<file path="src/inc/sdid_cfg.svh">
`ifndef SDID_CFG_SVH
`define SDID_CFG_SVH

// register offsets
`define SDID_OFS_LINE0      8'h00
`define SDID_OFS_CTRL       8'h08
`define SDID_OFS_INTERVAL   8'h09
`define SDID_OFS_FAULT      8'h0A
`define SDID_OFS_STATUS     8'h0B
`define SDID_OFS_FUNC_LO    8'h0C
`define SDID_OFS_FUNC_HI    8'h0D

// line config fields
`define SDID_LINE_CODE_MSB  5
`define SDID_LINE_CODE_LSB  0
`define SDID_LINE_POL_BIT   7

// control fields
`define SDID_CTRL_MODE_MSB  2
`define SDID_CTRL_MODE_LSB  0
`define SDID_CTRL_TLEN_BIT  3

// reset values
`define SDID_RST_LINE_CODE  6'h00
`define SDID_RST_LINE_POL   1'h0
`define SDID_RST_MODE       3'h0
`define SDID_RST_TLEN       1'h0
`define SDID_RST_INTERVAL   16'h03E8

// function codes
`define SDID_FC_TCM_LO      16
`define SDID_FC_TCM_HI      17
`define SDID_FC_SP          18
`define SDID_FC_ST          19
`define SDID_FC_TP          20
`define SDID_FC_EMG         21
`define SDID_FC_REVLIM      22
`define SDID_FC_FWDLIM      23
`define SDID_FC_HOMESRCH    24
`define SDID_FC_REVTQ       25
`define SDID_FC_FWDTQ       26
`define SDID_FC_GOHOME      27
`define SDID_FC_FEED_B0     28
`define SDID_FC_FEED_B4     32
`define SDID_FC_MODE_B0     33
`define SDID_FC_MODE_B1     34
`define SDID_FC_MANCONT     35
`define SDID_FC_MANSTEP     36
`define SDID_FC_JOGFWD      37
`define SDID_FC_JOGREV      38
`define SDID_FC_STEPNEXT    39
`define SDID_FC_STEPPREV    40
`define SDID_FC_STEPFIRST   41
`define SDID_FC_AUTORUN     42
`define SDID_FC_GEAR_LO     43
`define SDID_FC_GEAR_HI     44
`define SDID_FC_INHIBIT     45

`define SDID_NUM_LINES      8
`define SDID_LAST_POS       3'h7

`endif

</file>
<file path="src/inc/sdid_pkg.sv">
package sdid_pkg;

    typedef enum logic [2:0] {
        OPM_SPEED    = 3'h0,
        OPM_POSITION = 3'h1,
        OPM_TORQUE   = 3'h2,
        OPM_SPD_POS  = 3'h3,
        OPM_SPD_TRQ  = 3'h4,
        OPM_TRQ_POS  = 3'h5
    } sdid_opmode_t;

    typedef enum logic [1:0] {
        LOOP_SPEED    = 2'h0,
        LOOP_POSITION = 2'h1,
        LOOP_TORQUE   = 2'h2
    } sdid_loop_t;

    typedef enum logic [0:0] {
        AUTO_IDLE = 1'h0,
        AUTO_WAIT = 1'h1
    } sdid_auto_t;

endpackage

</file>
<file path="src/sdid_decoder.sv">
// Local design decisions: the strobed register port and the address map.
`timescale 1ns/1ps
`default_nettype none
`include "sdid_cfg.svh"

// Function
// [RULE1] torque source code is {code 17, code 16}
// [RULE2] speed/position dual mode: code 18 off speed, on position
// [RULE3] speed/torque dual mode: code 19 off speed, on torque
// [RULE4] torque/position dual mode: code 20 off torque, on position
// [RULE5] emergency stop is normally closed; dropping raises emergency fault
// [RULE6] reverse limit is normally closed; dropping raises reverse fault
// [RULE7] forward limit is normally closed; dropping raises forward fault
// [RULE8] code 24 activation starts home sensor search
// [RULE9] directional torque limits apply only while limit enable is set
// [RULE10] code 27 activation commands move to home
// [RULE11] feed step select is codes 28..32, bit 0 to bit 4
// [RULE12] feed step mode is codes 33 and 34, bit 0 and bit 1
// [RULE13] code 35 requests manual continuous, code 36 manual single step
// [RULE14] codes 37 and 38 jog forward and reverse while active
// [RULE15] code 39 activation moves to next stored position
// [RULE16] code 40 activation moves to previous stored position
// [RULE17] code 41 activation returns to first stored position
// [RULE18] code 42 steps through positions, waiting configured interval
// [RULE19] codes 43 and 44 select the gear numerator
// [RULE20] code 45 inhibits external pulses while in position mode
// [RULE21] each input line has a configurable active polarity
// [RULE22] lines map to configured codes; unassigned codes stay inactive
module sdid_decoder (
    input  wire logic                mclk,
    input  wire logic                reset,
    input  wire logic                ce,
    input  wire logic [7:0]          inputPins,
    input  wire logic [7:0]          regAddr,
    input  wire logic [31:0]         regWdata,
    input  wire logic                regWrite,
    input  wire logic                regRead,
    output logic      [31:0]         regRdata,
    output logic      [1:0]          torqueSrcSel,
    output sdid_pkg::sdid_loop_t     ctrlMode,
    output logic                     faultEmergencyStop,
    output logic                     faultReverseLimit,
    output logic                     faultForwardLimit,
    output logic                     homeSearchStart,
    output logic                     goHomeStart,
    output logic                     reverseTorqueLimit,
    output logic                     forwardTorqueLimit,
    output logic      [4:0]          feedStepSel,
    output logic      [1:0]          feedMode,
    output logic                     manualContinuous,
    output logic                     manualSingleStep,
    output logic                     jogForward,
    output logic                     jogReverse,
    output logic      [2:0]          posIndex,
    output logic                     posMoveStart,
    output logic      [1:0]          gearNumerSel,
    output logic                     pulseCmdInhibit
);

    // ------------------------------------------------------------
    // line decode
    // ------------------------------------------------------------
    function automatic logic [63:0] decodeLines(
        input logic [7:0]      lvl,
        input logic [7:0][5:0] codes
    );
        logic [63:0] v;
        v = 64'h0;
        for (int i = 0; i < `SDID_NUM_LINES; i++) begin
            if (codes[i] != 6'h00 && lvl[i]) begin
                v[codes[i]] = 1'b1;
            end
        end
        return v;
    endfunction

    // ------------------------------------------------------------
    // pin synchroniser
    // ------------------------------------------------------------
    logic [7:0] pinMeta;
    logic [7:0] pinSync;

    always_ff @(posedge mclk or posedge reset) begin
        if (reset) begin
            pinMeta <= 8'h00;
            pinSync <= 8'h00;
        end else if (ce) begin
            pinMeta <= inputPins;
            pinSync <= pinMeta;
        end
    end

    // ------------------------------------------------------------
    // register file
    // ------------------------------------------------------------
    logic [7:0][5:0]        lineCode;
    logic [7:0]             linePol;
    sdid_pkg::sdid_opmode_t modeSel;
    logic                   torqueLimitEn;
    logic [15:0]            autoInterval;
    logic [7:0][5:0]        next_lineCode;
    logic [7:0]             next_linePol;
    sdid_pkg::sdid_opmode_t next_modeSel;
    logic                   next_torqueLimitEn;
    logic [15:0]            next_autoInterval;
    logic [31:0]            next_regRdata;
    logic [2:0]             faultClr;
    logic [63:0]            fa;
    logic [63:0]            assigned;
    logic [63:0]            faPrev;

    // polarity flips each line before the code mapping
    assign fa       = decodeLines(pinSync ^ linePol, lineCode); // see [RULE21]
    assign assigned = decodeLines(8'hFF, lineCode);             // see [RULE22]

    always_comb begin
        next_lineCode      = lineCode;
        next_linePol       = linePol;
        next_modeSel       = modeSel;
        next_torqueLimitEn = torqueLimitEn;
        next_autoInterval  = autoInterval;
        next_regRdata      = 32'h0000_0000;
        faultClr           = 3'h0;
        if (regWrite) begin
            if (regAddr < 8'(`SDID_NUM_LINES)) begin
                next_lineCode[regAddr[2:0]] =
                    regWdata[`SDID_LINE_CODE_MSB:`SDID_LINE_CODE_LSB];
                next_linePol[regAddr[2:0]] = regWdata[`SDID_LINE_POL_BIT];
            end else begin
                case (regAddr)
                    `SDID_OFS_CTRL: begin
                        next_modeSel = sdid_pkg::sdid_opmode_t'(
                            regWdata[`SDID_CTRL_MODE_MSB:`SDID_CTRL_MODE_LSB]);
                        next_torqueLimitEn = regWdata[`SDID_CTRL_TLEN_BIT];
                    end
                    `SDID_OFS_INTERVAL: next_autoInterval = regWdata[15:0];
                    `SDID_OFS_FAULT:    faultClr = regWdata[2:0];
                    default: ;
                endcase
            end
        end
        if (regRead) begin
            if (regAddr < 8'(`SDID_NUM_LINES)) begin
                next_regRdata[`SDID_LINE_CODE_MSB:`SDID_LINE_CODE_LSB] =
                    lineCode[regAddr[2:0]];
                next_regRdata[`SDID_LINE_POL_BIT] = linePol[regAddr[2:0]];
            end else begin
                case (regAddr)
                    `SDID_OFS_CTRL:
                        next_regRdata[3:0] = {torqueLimitEn, modeSel};
                    `SDID_OFS_INTERVAL: next_regRdata[15:0] = autoInterval;
                    `SDID_OFS_FAULT: next_regRdata[2:0] = {faultForwardLimit,
                        faultReverseLimit, faultEmergencyStop};
                    `SDID_OFS_STATUS: next_regRdata[6:0] = {pulseCmdInhibit,
                        autoState, posIndex, ctrlMode};
                    `SDID_OFS_FUNC_LO:  next_regRdata = fa[31:0];
                    `SDID_OFS_FUNC_HI:  next_regRdata = fa[63:32];
                    default: ;
                endcase
            end
        end
    end

    always_ff @(posedge mclk or posedge reset) begin
        if (reset) begin
            lineCode      <= {8{`SDID_RST_LINE_CODE}};
            linePol       <= {8{`SDID_RST_LINE_POL}};
            modeSel       <= sdid_pkg::sdid_opmode_t'(`SDID_RST_MODE);
            torqueLimitEn <= `SDID_RST_TLEN;
            autoInterval  <= `SDID_RST_INTERVAL;
            regRdata      <= 32'h0000_0000;
        end else if (ce) begin
            lineCode      <= next_lineCode;
            linePol       <= next_linePol;
            modeSel       <= next_modeSel;
            torqueLimitEn <= next_torqueLimitEn;
            autoInterval  <= next_autoInterval;
            regRdata      <= next_regRdata;
        end
    end

    // ------------------------------------------------------------
    // function decode and motion actions
    // ------------------------------------------------------------
    sdid_pkg::sdid_auto_t autoState;
    sdid_pkg::sdid_auto_t next_autoState;
    logic [15:0]          autoCount;
    logic [15:0]          next_autoCount;
    sdid_pkg::sdid_loop_t next_ctrlMode;
    logic [2:0]           next_posIndex;
    logic                 next_posMoveStart;
    logic [2:0]           next_fault;
    logic [63:0]          rise;

    assign rise = fa & ~faPrev;

    always_comb begin
        case (modeSel)
            sdid_pkg::OPM_SPEED:    next_ctrlMode = sdid_pkg::LOOP_SPEED;
            sdid_pkg::OPM_POSITION: next_ctrlMode = sdid_pkg::LOOP_POSITION;
            sdid_pkg::OPM_TORQUE:   next_ctrlMode = sdid_pkg::LOOP_TORQUE;
            sdid_pkg::OPM_SPD_POS: begin
                next_ctrlMode = fa[`SDID_FC_SP] ? sdid_pkg::LOOP_POSITION
                                                : sdid_pkg::LOOP_SPEED; // see [RULE2]
            end
            sdid_pkg::OPM_SPD_TRQ: begin
                next_ctrlMode = fa[`SDID_FC_ST] ? sdid_pkg::LOOP_TORQUE
                                                : sdid_pkg::LOOP_SPEED; // see [RULE3]
            end
            sdid_pkg::OPM_TRQ_POS: begin
                next_ctrlMode = fa[`SDID_FC_TP] ? sdid_pkg::LOOP_POSITION
                                                : sdid_pkg::LOOP_TORQUE; // see [RULE4]
            end
            default: next_ctrlMode = sdid_pkg::LOOP_SPEED;
        endcase

        // set wins over software clear
        next_fault[0] = (faultEmergencyStop & ~faultClr[0])
            | (assigned[`SDID_FC_EMG] & ~fa[`SDID_FC_EMG]);       // see [RULE5]
        next_fault[1] = (faultReverseLimit & ~faultClr[1])
            | (assigned[`SDID_FC_REVLIM] & ~fa[`SDID_FC_REVLIM]); // see [RULE6]
        next_fault[2] = (faultForwardLimit & ~faultClr[2])
            | (assigned[`SDID_FC_FWDLIM] & ~fa[`SDID_FC_FWDLIM]); // see [RULE7]

        // auto-run sequencer
        next_autoState    = autoState;
        next_autoCount    = autoCount;
        next_posIndex     = posIndex;
        next_posMoveStart = 1'b0;
        case (autoState)
            sdid_pkg::AUTO_IDLE: begin
                next_autoCount = 16'h0000;
                if (fa[`SDID_FC_AUTORUN]) begin
                    next_autoState = sdid_pkg::AUTO_WAIT;             // see [RULE18]
                end
            end
            sdid_pkg::AUTO_WAIT: begin
                if (!fa[`SDID_FC_AUTORUN]) begin
                    next_autoState = sdid_pkg::AUTO_IDLE;
                end else if (autoCount >= autoInterval) begin
                    next_autoCount    = 16'h0000;
                    next_posIndex     = posIndex + 3'h1;             // see [RULE18]
                    next_posMoveStart = 1'b1;
                end else begin
                    next_autoCount = autoCount + 16'h0001;
                end
            end
            default: next_autoState = sdid_pkg::AUTO_IDLE;
        endcase

        // manual steps override the sequencer
        if (rise[`SDID_FC_STEPFIRST]) begin
            next_posIndex     = 3'h0;                                // see [RULE17]
            next_posMoveStart = 1'b1;
        end else if (rise[`SDID_FC_STEPNEXT]) begin
            next_posIndex     = posIndex + 3'h1;                     // see [RULE15]
            next_posMoveStart = 1'b1;
        end else if (rise[`SDID_FC_STEPPREV]) begin
            next_posIndex     = posIndex - 3'h1;                     // see [RULE16]
            next_posMoveStart = 1'b1;
        end
    end

    always_ff @(posedge mclk or posedge reset) begin
        if (reset) begin
            faPrev             <= 64'h0;
            autoState          <= sdid_pkg::AUTO_IDLE;
            autoCount          <= 16'h0000;
            posIndex           <= 3'h0;
            posMoveStart       <= 1'b0;
            ctrlMode           <= sdid_pkg::LOOP_SPEED;
            torqueSrcSel       <= 2'h0;
            faultEmergencyStop <= 1'b0;
            faultReverseLimit  <= 1'b0;
            faultForwardLimit  <= 1'b0;
            homeSearchStart    <= 1'b0;
            goHomeStart        <= 1'b0;
            reverseTorqueLimit <= 1'b0;
            forwardTorqueLimit <= 1'b0;
            feedStepSel        <= 5'h00;
            feedMode           <= 2'h0;
            manualContinuous   <= 1'b0;
            manualSingleStep   <= 1'b0;
            jogForward         <= 1'b0;
            jogReverse         <= 1'b0;
            gearNumerSel       <= 2'h0;
            pulseCmdInhibit    <= 1'b0;
        end else if (ce) begin
            faPrev             <= fa;
            autoState          <= next_autoState;
            autoCount          <= next_autoCount;
            posIndex           <= next_posIndex;
            posMoveStart       <= next_posMoveStart;
            ctrlMode           <= next_ctrlMode;
            torqueSrcSel       <= fa[`SDID_FC_TCM_HI:`SDID_FC_TCM_LO]; // see [RULE1]
            faultEmergencyStop <= next_fault[0];
            faultReverseLimit  <= next_fault[1];
            faultForwardLimit  <= next_fault[2];
            homeSearchStart    <= rise[`SDID_FC_HOMESRCH];         // see [RULE8]
            goHomeStart        <= rise[`SDID_FC_GOHOME];           // see [RULE10]
            reverseTorqueLimit <= torqueLimitEn & fa[`SDID_FC_REVTQ]; // see [RULE9]
            forwardTorqueLimit <= torqueLimitEn & fa[`SDID_FC_FWDTQ]; // see [RULE9]
            feedStepSel        <= fa[`SDID_FC_FEED_B4:`SDID_FC_FEED_B0]; // see [RULE11]
            feedMode           <= fa[`SDID_FC_MODE_B1:`SDID_FC_MODE_B0]; // see [RULE12]
            manualContinuous   <= fa[`SDID_FC_MANCONT];            // see [RULE13]
            manualSingleStep   <= fa[`SDID_FC_MANSTEP];            // see [RULE13]
            // both jog requests at once cancel each other
            jogForward <= fa[`SDID_FC_JOGFWD] & ~fa[`SDID_FC_JOGREV]; // see [RULE14]
            jogReverse <= fa[`SDID_FC_JOGREV] & ~fa[`SDID_FC_JOGFWD]; // see [RULE14]
            gearNumerSel <= fa[`SDID_FC_GEAR_HI:`SDID_FC_GEAR_LO];    // see [RULE19]
            pulseCmdInhibit <= fa[`SDID_FC_INHIBIT]
                & (next_ctrlMode == sdid_pkg::LOOP_POSITION);       // see [RULE20]
        end
    end
endmodule // sdid_decoder
`default_nettype wire

</file>
<file path="config.mk">
export PLATFORM = sky130hd
export DESIGN_NAME = sdid_decoder
export DESIGN_NICKNAME = d
export VERILOG_FILES = /design/src/inc/sdid_pkg.sv /design/src/sdid_decoder.sv
export VERILOG_INCLUDE_DIRS = /design/src /design/src/inc
export SDC_FILE = /design/constraint.sdc
export NUM_CORES = 1
export LEC_CHECK = 0
export BUFFER_PORTS_ARGS = -buffer_cell sky130_fd_sc_hd__buf_2
export CORE_MARGIN = 1.5
export CORE_UTILIZATION = 45
export CTS_CLUSTER_SIZE = 12
export DETAILED_ROUTE_END_ITERATION = 8
export SYNTH_ARGS = -nofsm -noshare
export SYNTH_HDL_FRONTEND = slang
export SYNTH_SLANG_ARGS = --single-unit
</file>
<file path="constraint.sdc">
create_clock -name mclk -period 11.6 [get_ports mclk]
set_input_delay 0.58 -clock mclk [delete_from_list [all_inputs] [get_ports mclk]]
set_output_delay 0.58 -clock mclk [all_outputs]
set_load 0.05 [all_outputs]
</file>
# ---- Yosys cells after proc, flatten, opt, wreduce, memory -nomap -nowiden
# Cells that the tools add are included.
dict set report word_totals {
  word_cells 222
  input_bits 53
  reg_bits 212
  output_inout_bits 61
}
dict set report op_classes {
  n_lt_le_gt_ge 20
  mux 75
  bitwise_logic 41
  n_addsub 3
  eq_ne 13
  reduce_logical 33
}
# operator count
set ops {}
lappend ops {{64-bit 2-to-1 mux} 8}
lappend ops {{64-bit OR} 7}
lappend ops {{24-bit 2-to-1 mux} 9}
lappend ops {{24-bit OR} 7}
lappend ops {{16-bit one-hot mux with 2 select lines} 2}
lappend ops {{6-bit by 7-bit < comparator with 1-bit output (second input constant)} 8}
lappend ops {{48-bit bitwise mux} 1}
lappend ops {{1-bit demux with 6-bit select} 8}
lappend ops {{8-bit by 4-bit == test with 1-bit output (second input constant)} 6}
lappend ops {{6-bit by 1-bit greater-or-equal comparator with 1-bit output (second input constant)} 8}
lappend ops {{6-bit nonzero test} 8}
lappend ops {{42-bit bitwise AND} 1}
lappend ops {{42-bit inverter} 1}
lappend ops {{16-bit 2-to-1 mux} 2}
lappend ops {{32-bit 2-to-1 mux} 1}
lappend ops {{3-bit 2-to-1 mux} 9}
lappend ops {{9-bit one-hot mux with 3 select lines} 1}
lappend ops {{1-bit 2-to-1 mux} 20}
lappend ops {{6-bit binary-select mux with 3-bit select} 1}
lappend ops {{6-bit demux with 3-bit select} 1}
lappend ops {{6-bit 2-to-1 mux} 3}
lappend ops {{3-bit one-hot mux with 6 select lines} 1}
lappend ops {{1-bit logical AND} 17}
lappend ops {{16-bit by 1-bit adder with 16-bit output (second input constant)} 1}
lappend ops {{26 further kinds} 54}

# ---- Depth between registers and ports, before layout
dict set report depth {
  ltp_word 24
  mapped_depth 10
  depth_no_buf 9
}

# ---- Worst setup path before layout
# No wires, ideal clock.
dict set report synth_timing {
  kind {input port to flip-flop}
  startpoint {input port regAddr[0]}
  endpoint {register regRdata[7]}
  cell_stages 6
  setup_slack_ns 8.939
  n_path_buf 2
  arrival_time_ns 2.534
  cell_sequence {clkbuf_1 -> buf_1 -> mux4_1 -> mux2_2 -> a222oi_1 -> o2bb2ai_1}
}
dict set report synth_between {
  elab_chain_len 4
  word_cells_on_any_way 9
  cone_classes {1 x order compare; 3 x eq/ne; 5 x mux}
}
# element line_no
set synth_rtl {}
lappend synth_rtl {{from (decl)} sdid_decoder.sv:34} ;# input wire logic [7:0] regAddr,
lappend synth_rtl {{parallel branches: the longest is 2 deep, another holds 8-bit by 4-bit < comparator with 1-bit output} --}
lappend synth_rtl {{1-bit 2-to-1 mux *} sdid_decoder.sv:143} ;# if (regAddr < 8'(`SDID_NUM_LINES)) begin
lappend synth_rtl {{32-bit 2-to-1 mux *} sdid_decoder.sv:142} ;# if (regRead) begin
lappend synth_rtl {{to (signal assigned)} sdid_decoder.sv:178} ;# regRdata <= next_regRdata;
lappend synth_rtl {{to (decl)} sdid_decoder.sv:38} ;# output logic [31:0] regRdata,
# Every way passes the cells marked *. The select of a mux whose other input is x is not followed.
# A chain may end at the register's enable or synchronous reset.

# ---- Worst setup path in the final report
dict set report layout_timing {
  startpoint {input port regAddr[0]}
  endpoint {register lineCode[44] in the netlist's numbering}
}
dict set report layout_between {
  elab_chain_len 5
  word_cells_on_any_way 8
  cone_classes {3 x order compare; 3 x mux; 2 x reduce/logical}
}
# element line_no
set layout_rtl {}
lappend layout_rtl {{3-bit by 4-bit < comparator with 1-bit output or 3-bit by 1-bit greater-or-equal comparator with 1-bit output (tied branches)} sdid_decoder.sv:126} ;# next_lineCode[regAddr[2:0]] =
lappend layout_rtl {{1-bit logical AND} sdid_decoder.sv:126}
lappend layout_rtl {{6-bit 2-to-1 mux} sdid_decoder.sv:126}
lappend layout_rtl {{6-bit demux with 3-bit select} sdid_decoder.sv:126}
lappend layout_rtl {{48-bit bitwise mux} sdid_decoder.sv:126}
lappend layout_rtl {{to (signal assigned)} sdid_decoder.sv:166} ;# lineCode <= {8{`SDID_RST_LINE_CODE}};
lappend layout_rtl {{to (signal assigned)} sdid_decoder.sv:173} ;# lineCode <= next_lineCode;
lappend layout_rtl {{to (decl)} sdid_decoder.sv:96} ;# logic [7:0][5:0] lineCode;
# Several ways; a longest one is shown, not always the timed one.

==> flow_summary.json <==
{
  "status": "finished with violations",
  "violations": "design-rule violations",
  "antenna_found_initial": 5,
  "final-hold-violation-count": 0,
  "synthMostInstantiatedCell": "dfrtp_1",
  "r2r-start": "lineCode[5]",
  "synth_nets": 1575,
  "cts_buffers": 17,
  "worstMarginPinSlew_ns": 1.42,
  "vias_per_cell": 7.78,
  "grt_pass1_wl_um": 106000,
  "drt_iter0_drc": 3075,
  "rsz0062_at_grt": "false",
  "dr.pass1.iters": 9,
  "setup_viol": 0,
  "final_util_pct": 50.5,
  "cts_hold_buffers": 0,
  "min_path_type": "input port to flip-flop",
  "fmax_mhz": 250,
  "slew_headroom_pct": 3.78,
  "timing_worst_setup_path_type": "input port to flip-flop",
  "synthArstFlopShare_pct": 100,
  "skew_ns": 0.0120,
  "drc": 4,
  "grt_pass1_vias": 13979,
  "ys.flop_type": "dfrtp_1",
  "post-place-cells": 1893,
  "clkLatencyLatePin_ns": 0.47,
  "via_count": 14991,
  "ys_warn_count": 0,
  "stdcell_count": 1928,
  "io_pins": 114,
  "start_kind": "input port",
  "drv_cap": 0,
  "cts_root_buf": "clkbuf_16",
  "die_area_mm2": 0.0301,
  "cts_tree": "yes",
  "coreArea_mm2": 0.0286,
  "netlist_instances": 1503,
  "drive_above_1_share_pct": 19.3,
  "synthesis.area_mm2": 0.0131,
  "grt_use_total_pct": 50.2,
  "h-tree-depth": 4,
  "arrival_ns": 4.35,
  "avgSynthCellArea_um2": 8.70,
  "endpoint_kind": "flip-flop",
  "postRouteAntennaNets": 0,
  "numClockSinks": 175,
  "final_area_mm2": 0.0145,
  "grt_max_degree": 107,
  "min_period_over_period_pct": 34.4,
  "hp-start": "regWdata[10]",
  "die_x_um": 173,
  "routedWlPerCell_um": 39.4,
  "cp-startpoint": "regAddr[0]",
  "yosysTopAreaCell": "dfrtp_1",
  "postCtsSetupBuffers": 0,
  "place.gp.congestion": 1.10,
  "yosysTopAreaCellShare_pct": 32.3,
  "fin_setup_tns_ns": 0,
  "power.density_mw_per_mm2": 107,
  "required_ns": 11.95,
  "synth_edf_count": 0,
  "synth_cell_types": 83,
  "synth_top_cells_by_area": "dfrtp_1 (32%), mux2_2 (7.0%), o22ai_1 (5.7%)",
  "port_buffers": 97,
  "dp_hpwl_um": 55000,
  "synthToLayoutAreaGrowth_pct": 10.7,
  "clkTransAtPathRegs_ns": 0.08,
  "leakagePower_uw": 0.00576,
  "min_period_ns": 4.00,
  "drv_slew": 0,
  "hold_ws_ns": 0.317,
  "ir_drop_uv": 97.0,
  "num_rows": 62,
  "dpl-instance-area_mm2": 0.0138,
  "layout.nets": 1600,
  "die_y_um": 173,
  "drt_wl_total_um": 76100,
  "crit_path_max_fanout": 27,
  "ys_ff_latch": 175,
  "cts_resized": 0,
  "grt-ovfl-total": 0,
  "synth_common_cells": "dfrtp_1 (169), nor2_1 (121), o22ai_1 (120)",
  "start_util_pct": 45.7,
  "ys_seq_area_share_pct": 33.6,
  "ctsLongestPathBuffers": 2
}
==> cell usage in the layout, fill, tap and decap left out, types with 8 or more instances in the layout <==
master,n
o2bb2ai_1,27
inv_1,34
mux2_2,81
nand2b_1,24
nor2b_1,9
and3b_1,18
nor4_1,19
nand2_1,117
o21ai_0,44
mux4_2,13
nand3_1,64
a21oi_1,53
a221oi_1,11
a22oi_1,11
ha_1,19
dfrtp_1,169
o22ai_1,120
buf_4,29
and3_1,14
nand3b_1,37
o21ai_1,15
nor2_1,121
a211oi_1,9
buf_2,97
or3_1,20
nor3_1,51
a22o_1,11
o211ai_1,13
o32ai_1,14
and2_1,9
or3b_2,15
xnor2_1,8
o31ai_1,9
o221ai_1,21
o22a_1,12
clkbuf_16,17
nor3b_1,27
==> metrics by stage <==
stage               total power, uW  setup slack (ns)
global route                   1570              7.64
finish                         1540              7.60
global placement                900              7.73
floorplan                       798              6.28
CTS                            1520              8.13
detailed placement              902              7.71
==> power breakdown <==
part | total, uW | internal [uW] | switching [uW]
Clock | 634 | 316 | 319
Combinational | 239 | 63.4 | 176
Sequential | 670 | 631 | 38.6
==> logic make-up (layout without fill, tap and decap cells) <==
kind of cell / Yosys count / in the layout / share of synthesized area (%)
flip-flops: 175 / 175 / 33.6
adder cells (fa/ha/maj): 19 / 19 / 1.82
AO/OA/AOI/OAI: 447 / 447 / 24.4
multiplexers: 102 / 102 / 9.95
XOR/XNOR: 21 / 21 / 1.52
AND/OR/NAND/NOR: 583 / 583 / 24.0
buffers and inverters: 156 / 194 / 4.78
other: 0 / 3 / 0
==> registers in the layout, summed over array words and instances, names as in the netlist, 2 cells and up <==
register / cells
autoCount: 16
autoInterval: 16
ctrlMode: 2
faPrev: 10
feedStepSel: 4
gearNumerSel: 2
lineCode: 48
linePol: 8
modeSel: 3
pinMeta: 8
pinSync: 8
posIndex: 3
regRdata: 32
==> final timing paths <==
| check | endpoint | slack (ns) | cells past startpoint |
|---|---|---|---|
| max in group asynchronous | regRdata[24] | 9.74 | 3 |
| worst max-delay path | lineCode[44] | 7.60 | 6 |
| worst max register to register | regRdata[6] | 7.77 | 7 |
| worst min register to register | homeSearchStart | 0.47 | 1 |
| worst min-delay path | autoInterval[10] | 0.32 | 3 |
| min in group asynchronous | lineCode[25] | 0.35 | 2 |
==> layer usage <==
metal	vias up	routed length [um]	global-route usage (%)
met5	-	52	0
met4	8	6750	35.8
met3	426	11200	20.0
met1	7272	27300	62.0
li1	5867	-	-
met2	1418	30800	71.2
==> layout make-up <==
class                      count  area, um^2
multi-input combinational   1172        8110
inverter                      36         140
sequential                   175        4390
tap                          384         480
antenna                        3        7.51
clock inverter                15         215
fill                        2713       14200
timing repair buffer         126         703
clock buffer                  17         425
==> worst max-delay path: stages <==
cell and delay, ns:
buf_2 0.73, buf_4 0.48, clkinv_1 0.46, nor3_1 1.07, nand3_1 0.56, mux2_2 0.43
Note: power is estimated with default switching activity, not from simulation.
